File: src/host_port_pkg.sv
`default_nettype none
package host_port_pkg;
  // semaphore codes and upper-lane fill on reads
  localparam logic [7:0]  SEM_FREE        = 8'hfe;
  localparam logic [7:0]  SEM_BUSY        = 8'hff;
  localparam logic [7:0]  UPPER_FILL      = 8'hff;
  // register select on the two address inputs
  localparam logic [1:0]  SEL_COMMAND     = 2'h0;
  localparam logic [1:0]  SEL_VECTOR      = 2'h1;
  localparam logic [1:0]  SEL_DATA        = 2'h2;
  // reset values
  localparam logic [15:0] COMMAND_RESET   = 16'h0000;
  localparam logic [7:0]  VECTOR_RESET    = 8'h0f;
  localparam logic [15:0] DATA_RESET      = 16'h0000;
  localparam logic [15:0] DRIVE_RESET     = 16'h0000;

  typedef struct packed {
    logic        bus_8bit;
    logic        cs_n;
    logic        int_ack_n;
    logic        rw;
    logic        upper_strobe_or_a0;
    logic        lower_strobe_or_ds;
    logic [1:0]  addr;
    logic [15:0] data;
  } host_pins_t;

  typedef struct packed {
    logic [15:0] data;
    logic        oe_hi;
    logic        oe_lo;
    logic        ack_n;
    logic        ack_oe;
  } bus_drive_t;

  typedef enum {
    ST_IDLE,
    ST_READ,
    ST_WRITE,
    ST_IGNORE,
    ST_INT_ACK_N,
    ST_RELEASE
  } port_state_t;
endpackage
`default_nettype wire

File: src/pin_sync.sv
`default_nettype none
module pin_sync #(
  parameter int WIDTH = 1
) (
  input  wire logic             core_clk,
  input  wire logic             arst_n,
  input  wire logic [WIDTH-1:0] d,
  output logic      [WIDTH-1:0] q
);
  logic [WIDTH-1:0] meta_q;

  // pins idle high, so both stages reset to ones
  always_ff @(posedge core_clk or negedge arst_n) begin
    if (!arst_n) begin
      meta_q <= '1;
      q      <= '1;
    end else begin
      meta_q <= d;
      q      <= meta_q;
    end
  end
endmodule
`default_nettype wire

File: src/host_slave_bus_port.sv
`default_nettype none
// Contract
// - chip select or int ack enters slave
// - address and strobes pick the register (reads ignore the address and return the semaphore byte on the lower lane only)
// - lower lane reads return the semaphore byte
// - upper lane reads drive all ones
// - read: select, direction high, drive, acknowledge
// - read held until strobes or select negate
// - semaphore is only fe or ff
// - only command, vector, data writable
// - write: decode, load, acknowledge
// - write ack negated then floated at end
// - byte chosen by strobes, or a0 and strobe on eight-bit bus
// - int ack with lower strobe drives vector
// - vector held until int ack/strobe negate
// - int ack while master flags address error
// - direction high means device drives bus
// - upper strobe high lane, lower low lane
// - eight-bit bus: a0 and single strobe
module host_slave_bus_port
  import host_port_pkg::*;
(
  input  wire logic                      core_clk,
  input  wire logic                      arst_n,
  input  wire host_port_pkg::host_pins_t pins,
  input  wire logic                      bus_master,
  input  wire logic                      sem_busy,
  output logic                    [15:0] host_data_out,
  output logic                           host_data_oe_hi,
  output logic                           host_data_oe_lo,
  output logic                           transfer_ack_n,
  output logic                           transfer_ack_oe,
  output logic                    [15:0] command_register,
  output logic                     [7:0] interrupt_vector_register,
  output logic                    [15:0] data_window_register,
  output logic                           command_written,
  output logic                           address_error
);
  import host_port_pkg::*;

  host_pins_t  pins_s;
  port_state_t st_q, st_d;
  bus_drive_t  drv_q, drv_d;
  logic [15:0] command_q, command_d;
  logic [7:0]  vector_q, vector_d;
  logic [15:0] data_q, data_d;
  logic        cmd_wr_q, cmd_wr_d;
  logic        addr_err_q, addr_err_d;
  logic        int_ack_n_seen_q, int_ack_n_seen_d;
  logic        upper_sel, lower_sel, any_strobe, strobes_idle;
  logic        read_start, write_start, int_ack_n_start;
  logic [7:0]  hi_byte, lo_byte, sem_byte;

  pin_sync #(.WIDTH($bits(host_pins_t))) u_pin_sync (
    .core_clk (core_clk),
    .arst_n   (arst_n),
    .d        (pins),
    .q        (pins_s)
  );

  // lane decode from strobes, or from a0 and strobe on an eight-bit bus
  always_comb begin
    if (pins_s.bus_8bit) begin
      // a0 high is the odd byte, carried on the low lines
      lower_sel    = !pins_s.lower_strobe_or_ds
                     && pins_s.upper_strobe_or_a0;
      upper_sel    = !pins_s.lower_strobe_or_ds
                     && !pins_s.upper_strobe_or_a0;
      any_strobe   = !pins_s.lower_strobe_or_ds;
      strobes_idle = pins_s.lower_strobe_or_ds;
      hi_byte      = pins_s.data[7:0];
    end else begin
      upper_sel    = !pins_s.upper_strobe_or_a0;
      lower_sel    = !pins_s.lower_strobe_or_ds;
      any_strobe   = upper_sel || lower_sel;
      strobes_idle = !any_strobe;
      hi_byte      = pins_s.data[15:8];
    end
    lo_byte  = pins_s.data[7:0];
    sem_byte = sem_busy ? SEM_BUSY : SEM_FREE;
  end

  // select starts register cycles, int ack starts vector cycles
  assign read_start  = !pins_s.cs_n && pins_s.rw
                       && any_strobe;
  assign write_start = !pins_s.cs_n && !pins_s.rw
                       && any_strobe;
  assign int_ack_n_start  = pins_s.cs_n && !pins_s.int_ack_n
                       && !pins_s.lower_strobe_or_ds && !bus_master;

  always_comb begin
    st_d        = st_q;
    drv_d       = drv_q;
    command_d   = command_q;
    vector_d    = vector_q;
    data_d      = data_q;
    cmd_wr_d    = 1'b0;
    int_ack_n_seen_d = !pins_s.int_ack_n;
    addr_err_d  = !pins_s.int_ack_n && bus_master && !int_ack_n_seen_q;
    case (st_q)
      ST_IDLE: begin
        if (read_start) begin
          // address ignored: the semaphore is the only readable byte
          drv_d.data   = {UPPER_FILL, sem_byte};
          if (pins_s.bus_8bit) begin
            drv_d.data[7:0] = upper_sel ? UPPER_FILL : sem_byte;
            drv_d.oe_hi     = 1'b0;
            drv_d.oe_lo     = 1'b1;
          end else begin
            drv_d.oe_hi = upper_sel;
            drv_d.oe_lo = lower_sel;
          end
          drv_d.ack_n  = 1'b0;
          drv_d.ack_oe = 1'b1;
          st_d         = ST_READ;
        end else if (write_start) begin
          if (pins_s.addr == SEL_COMMAND || pins_s.addr == SEL_VECTOR
              || pins_s.addr == SEL_DATA) begin
            case (pins_s.addr)
              SEL_COMMAND: begin
                if (upper_sel) begin
                  command_d[15:8] = hi_byte;
                end
                if (lower_sel) begin
                  command_d[7:0] = lo_byte;
                end
                cmd_wr_d = 1'b1;
              end
              SEL_VECTOR: begin
                vector_d = lower_sel ? lo_byte : hi_byte;
              end
              default: begin
                if (upper_sel) begin
                  data_d[15:8] = hi_byte;
                end
                if (lower_sel) begin
                  data_d[7:0] = lo_byte;
                end
              end
            endcase
            drv_d.ack_n  = 1'b0;
            drv_d.ack_oe = 1'b1;
            st_d         = ST_WRITE;
          end else begin
            st_d = ST_IGNORE;
          end
        end else if (int_ack_n_start) begin
          drv_d.data[7:0] = vector_q;
          drv_d.oe_lo     = 1'b1;
          drv_d.ack_n     = 1'b0;
          drv_d.ack_oe    = 1'b1;
          st_d            = ST_INT_ACK_N;
        end
      end
      ST_READ, ST_WRITE: begin
        if (pins_s.cs_n || strobes_idle) begin
          drv_d.oe_hi = 1'b0;
          drv_d.oe_lo = 1'b0;
          drv_d.ack_n = 1'b1;
          st_d        = ST_RELEASE;
        end
      end
      ST_INT_ACK_N: begin
        if (pins_s.int_ack_n || pins_s.lower_strobe_or_ds) begin
          drv_d.oe_lo = 1'b0;
          drv_d.ack_n = 1'b1;
          st_d        = ST_RELEASE;
        end
      end
      ST_IGNORE: begin
        if (pins_s.cs_n || strobes_idle) begin
          st_d = ST_IDLE;
        end
      end
      ST_RELEASE: begin
        // ack was driven high for one cycle, now float it
        drv_d.ack_oe = 1'b0;
        st_d         = ST_IDLE;
      end
      default: begin
        st_d  = ST_IDLE;
        drv_d = '{DRIVE_RESET, 1'b0, 1'b0, 1'b1, 1'b0};
      end
    endcase
  end

  always_ff @(posedge core_clk or negedge arst_n) begin
    if (!arst_n) begin
      st_q        <= ST_IDLE;
      drv_q       <= '{DRIVE_RESET, 1'b0, 1'b0, 1'b1, 1'b0};
      command_q   <= COMMAND_RESET;
      vector_q    <= VECTOR_RESET;
      data_q      <= DATA_RESET;
      cmd_wr_q    <= 1'b0;
      addr_err_q  <= 1'b0;
      int_ack_n_seen_q <= 1'b0;
    end else begin
      st_q        <= st_d;
      drv_q       <= drv_d;
      command_q   <= command_d;
      vector_q    <= vector_d;
      data_q      <= data_d;
      cmd_wr_q    <= cmd_wr_d;
      addr_err_q  <= addr_err_d;
      int_ack_n_seen_q <= int_ack_n_seen_d;
    end
  end

  assign host_data_out             = drv_q.data;
  assign host_data_oe_hi           = drv_q.oe_hi;
  assign host_data_oe_lo           = drv_q.oe_lo;
  assign transfer_ack_n            = drv_q.ack_n;
  assign transfer_ack_oe           = drv_q.ack_oe;
  assign command_register          = command_q;
  assign interrupt_vector_register = vector_q;
  assign data_window_register      = data_q;
  assign command_written           = cmd_wr_q;
  assign address_error             = addr_err_q;
endmodule
`default_nettype wire

File: config.mk
export PLATFORM = sky130hd
export DESIGN_NAME = host_slave_bus_port
export DESIGN_NICKNAME = d
export VERILOG_FILES = /design/src/host_port_pkg.sv /design/src/pin_sync.sv /design/src/host_slave_bus_port.sv
export SDC_FILE = /design/constraint.sdc
export NUM_CORES = 1
export LEC_CHECK = 0
export BUFFER_PORTS_ARGS = -buffer_cell sky130_fd_sc_hd__buf_2
export CORE_ASPECT_RATIO = 0.8
export CORE_MARGIN = 4
export CORE_UTILIZATION = 43
export DETAILED_ROUTE_END_ITERATION = 16
export GPL_TIMING_DRIVEN = 0
export HOLD_SLACK_MARGIN = 0.05
export PLACE_DENSITY_LB_ADDON = 0.15
export SLEW_MARGIN = 20
export SYNTH_ARGS = -nofsm -noshare
export SYNTH_HDL_FRONTEND = slang
export SYNTH_HIERARCHICAL = 1
export SYNTH_SLANG_ARGS = --single-unit
File: constraint.sdc
create_clock -name core_clk -period 4.9 [get_ports core_clk]
set_input_delay 0.98 -clock core_clk [delete_from_list [all_inputs] [get_ports core_clk]]
set_output_delay 0.98 -clock core_clk [all_outputs]
set_load 0.01 [all_outputs]
== After elaboration in Yosys (flattened, before gate mapping) ==
Index checks and enable logic that the tools add are counted.
W data, S select, Z words.

* Bits in registers: 143
* Bits of input ports: 28
* Output and inout port bits: 62

* Eq/ne operators: 15
* Mux-type cells: 39
* Bitwise operators: 6
* Reductions and logical operators: 44

{| class="wikitable"
|+ Operators by type and width
! operator !! number
|-
| $mux W32 || 6
|-
| $pmux W32 S4 || 1
|-
| $eq A32 B2 Y1 const B || 2
|-
| $eq A32 B3 Y1 const B || 2
|-
| $mux W8 || 6
|-
| $eq A32 B1 Y1 const B || 1
|-
| $logic_not A32 Y1 || 1
|-
| $pmux W16 S2 || 1
|-
| $reduce_and A6 Y1 || 4
|-
| $mux W1 || 15
|-
| $reduce_and A5 Y1 || 3
|-
| $logic_and A1 B1 Y1 || 11
|-
| $mux W3 || 3
|-
| $reduce_and A3 Y1 || 3
|-
| $logic_not A1 Y1 || 8
|-
| $mux W2 || 4
|-
| $ne A2 B2 Y1 const B || 4
|-
| $ne A4 B4 Y1 const B || 2
|-
| $pmux W2 S4 || 1
|-
| $ne A3 B3 Y1 const B || 2
|-
| $not A1 Y1 || 6
|-
| $reduce_or A2 Y1 || 3
|-
| $logic_or A1 B1 Y1 || 5
|-
| $reduce_or A5 Y1 || 1
|-
| other kinds (9) || 9
|}

== Logic depth before layout (Yosys ltp) ==
* Depth in word-level cells: 8
* Depth in mapped cells: 6
* Mapped depth without buffers: 4

== By module ==
The synthesis kept the hierarchy.

{| class="wikitable"
|+ Modules (own cells, without submodules)
! module !! times used !! cells each !! area each (um2) !! sequential area each (um2)
|-
| host_slave_bus_port || 1 || 240 || 2,865.2 || 1,482.7
|-
| pin_sync || 1 || 48 || 1,261.2 || 1,261.2
|}

== Worst setup path after synthesis ==
OpenSTA, ideal clock, no wires.

* Path kind: input -> register
* From: input port bus_master
* To: register drv_q (netlist bit host_data_out[0])
* Setup time: 0.079 ns
* Data arrival time: 2.250 ns
* Required time: 4.821 ns
* Path slack: 2.571 ns
* Stages on the path: 4
* Path buffers: 1
* Path through: or4b_2 a21boi_0 buf_2 mux2i_1

* Longest elaborated chain between the ends: 4

{| class="wikitable"
|+ RTL lines
! what !! line !! RTL
|-
| start: declaration || host_slave_bus_port.sv:26 || <nowiki>input wire logic bus_master,</nowiki>
|-
| $logic_not A1 Y1 || host_slave_bus_port.sv:89 || <nowiki>&& !pins_s.lower_strobe_or_ds && !bus_master;</nowiki>
|-
| $logic_and A1 B1 Y1 || host_slave_bus_port.sv:89 ||
|-
| $ne A3 B3 Y1 (no source line) || - ||
|-
| $reduce_and A3 Y1 (no source line) || - ||
|-
| end signal: assignment || host_slave_bus_port.sv:190 || <nowiki>drv_q <= '{DRIVE_RESET, 1'b0, 1'b0, 1'b1, 1'b0};</nowiki>
|-
| end signal: assignment || host_slave_bus_port.sv:199 || <nowiki>drv_q <= drv_d;</nowiki>
|-
| end: declaration || host_slave_bus_port.sv:43 || <nowiki>bus_drive_t drv_q, drv_d;</nowiki>
|}

No other way between the ends.
A chain may end at the register's enable or synchronous reset.

== Worst setup path in the final report ==
* From: input port bus_master
* To: register drv_q (netlist bit host_data_out[3])

The elaborated chain is that of the path after synthesis.

==> qor.yml <==
place:
  dpl.hpwl_mm: 5.97
  port_buffers: 89
  gp_routability_congestion: 0.844
  place_inst: 493
clocking:
  cts.sinks: 107
  h-tree-depth: 3
  ctsResizeCount: 0
  clock_latency_ns: 0.34
  root_buffer: "clkbuf_16"
  cts_tree: "built"
  cts_buffer_depth: 2
  cts_hold_buf: 0
  cts.clk_slew.worst_paths_ns: 0.07
  numCtsBuffers: 9
  post_cts_buffers: 0
power:
  peakVddDrop_v: 0.000234
  p_per_area_nw_per_um2: 498
  p_leak_nw: 2.44
  power_mw: 2.51
logic_synthesis:
  ys.flop_type: "dfrtp_1"
  synth_top_cell_by_area: "dfstp_2"
  avgSynthCellArea_um2: 14.3
  synth.distinct_cells: 45
  synth-async-reset-ratio_pct: 100
  mappedNetlistNets: 316
  synth_edf_count: 0
  synth_area_leaders: "dfstp_2 34%, dfrtp_1 33%, mux2_2 11%"
  synth_seq_cells: 107
  seq_area_frac_synth_pct: 66.5
  yosysTopAreaCellShare_pct: 33.7
  synth_area_um2: 4130
  yosysWarnings: 6
  postSynthCellCount: 288
route:
  drt_iter0_drc: 124
  viasPerCell: 5.03
  vias: 2559
  ant_nets: 0
  drt_pass1_iterations: 4
  drc_errors: 0
  wirelength_mm: 8.43
  avgRoutedWirePerCell_um: 16.6
global_routing:
  grt_util_met1_pct: 21.6
  use_met2_pct: 24.0
  grt_pass1_wl_mm: 13.8
  grt.busiest_layer: "met2"
  grt_pass1_vias: 2554
  grt_max_degree: 56
  overflow: 0
  use_met3_pct: 6.47
  track_usage_pct: 16.0
  grt_antenna_before_repair: 0
hold_path:
  min_path_type: "reg -> reg"
sta:
  tightest_slew_ns: 0.677
  timing.fmax_mhz: 438
  clock_skew_ns: 0.00633
  fin_crit_ns: 2.28
  maxSlewHeadroom_pct: 54.8
  min_period_over_period_pct: 46.6
  setup_tns_ns: 0
  slew_violations: 0
  finalHoldViolations: 0
  rsz0062_at_grt: "no"
  setup_viol: 0
floorplanning:
  die_height_um: 95.6
  core_um2: 9190
  rows: 31
  die-width_um: 118
  io-pin-count: 90
  dieArea_um2: 11200
  initial_core_util_pct: 44.9
critical_path:
  endpoint_kind: "flop"
  worstSetupPathType: "in -> reg"
  required_ns: 5.17
  worstPathArrival_ns: 2.55
  path_max_fanout: 8
  crit_path_start_kind: "primary input"
cells_and_area:
  diodes: 0
  stdcell_count: 509
  drive_gt1_share_pct: 55.6
  nets: 417
  area_delta_synth_final_pct: 22.3
flow_run:
  drv_cap: 0
outcome:
  status: "complete, no violations"
## Yosys cell counts (2+ instances only)
| master | instances |
|---|---|
| a21boi_0 | 2 |
| a21oi_1 | 21 |
| and2_1 | 2 |
| buf_1 | 2 |
| buf_2 | 2 |
| buf_4 | 7 |
| buf_6 | 2 |
| clkbuf_1 | 6 |
| dfrtp_1 | 54 |
| dfstp_2 | 53 |
| inv_1 | 5 |
| mux2_2 | 39 |
| mux2i_1 | 19 |
| nand2_1 | 12 |
| nand2_2 | 2 |
| nand2b_1 | 5 |
| nor2_1 | 14 |
| nor2b_1 | 5 |
| nor3_1 | 2 |
| nor3b_1 | 3 |
| o211ai_1 | 4 |
| o21ai_0 | 4 |
## sequential cells by signal, indices dropped and copies added, names as in the netlist
| register | flops |
|---|---|
| interrupt_vector_register | 8 |
| transfer_ack_oe | 1 |
| data_window_register | 16 |
| int_ack_n_seen_q | 1 |
| host_data_out | 9 |
| transfer_ack_n | 1 |
| command_written | 1 |
| host_data_oe_lo | 1 |
| address_error | 1 |
| st_q | 3 |
| u_pin_sync/meta_q | 24 |
| command_register | 16 |
| u_pin_sync/q | 24 |
| host_data_oe_hi | 1 |
## report_power, final
part | internal (mW) | switching (mW)
logic | 0.288 | 0.328
registers | 1.08 | 0.109
clock network | 0.382 | 0.323
## metrics by stage
step	hold slack, ns	utilization [%]	area (um2)	worst slack (ns)
after CTS	0.356	54.9	5050	2.57
after detailed placement	0.347	51.7	4750	2.28
after global routing	0.359	54.9	5050	2.48
after global placement	0.346	51.3	4720	1.76
final	0.356	54.9	5050	2.62
after floorplan	0.345	-	4130	2.57
## critical path, stage by stage
cell and delay, ns:
buf_2 0.10, or4b_2 0.72, a21boi_0 0.24, buf_2 0.29
mux2i_1 0.22
## final timing paths
kind	startpoint	slack [ns]	end	depth (start not counted)
max in group asynchronous	arst_n	3.66	u_pin_sync/meta_q[6]$_DFF_PN1_	2
setup reg to reg	u_pin_sync/q[23]$_DFF_PN1_	2.62	interrupt_vector_register[6]$_DFFE_PN0P_	5
min in group asynchronous	arst_n	0.58	st_q[1]$_DFFE_PN0P_	1
hold reg to reg	u_pin_sync/meta_q[4]$_DFF_PN1_	0.36	u_pin_sync/q[4]$_DFF_PN1_	0
setup / recovery	bus_master	2.62	host_data_out[3]$_DFFE_PN0P_	5
hold / removal	u_pin_sync/meta_q[4]$_DFF_PN1_	0.36	u_pin_sync/q[4]$_DFF_PN1_	0
## layer usage
| layer | wire length (um) | part of all wire [%] | vias up |
|---|---|---|---|
| met4 | 108 | 1.3 | 0 |
| met5 | 0 | 0 | - |
| li1 | - | - | 1203 |
| met2 | 3850 | 46 | 83 |
| met1 | 3870 | 46 | 1263 |
| met3 | 606 | 7.2 | 10 |
## cell type report
| cell class | count | area, um2 |
|---|---|---|
| Timing Repair Buffer | 90 | 479 |
| Clock buffer | 11 | 254 |
| Fill cell | 805 | 4150 |
| Multi-Input combinational cell | 157 | 1250 |
| Sequential cell | 107 | 2740 |
| Tap cell | 115 | 144 |
| Clock inverter | 5 | 43.8 |
| Buffer | 19 | 115 |
| Inverter | 5 | 18.8 |
## logic make-up after synthesis
logic type	Yosys count	share of synthesized area [%]
flip-flops	107	66.5
multiplexers	59	15.5
AND/OR/NAND/NOR	54	7.91
AO/OA/AOI/OAI	44	6.82
buffers and inverters	24	3.24
## layout by cell type (no fill, tap or decap), drive strengths merged, types with 2 or more instances in the layout
cell	Yosys	layout
nor3	2	2
a21oi	21	21
mux2	40	40
nand3b	3	3
dfstp	53	53
o211ai	4	4
buf	13	103
nand2b	5	5
inv	5	7
nor4	2	2
clkbuf	6	17
clkinvlp	0	2
nor2	14	14
nor2b	5	5
o21ai	4	4
a21boi	2	2
dfrtp	54	54
mux2i	19	19
nand2	14	14
nor3b	3	3
and2	2	2
(Power assumes the default switching activity.)
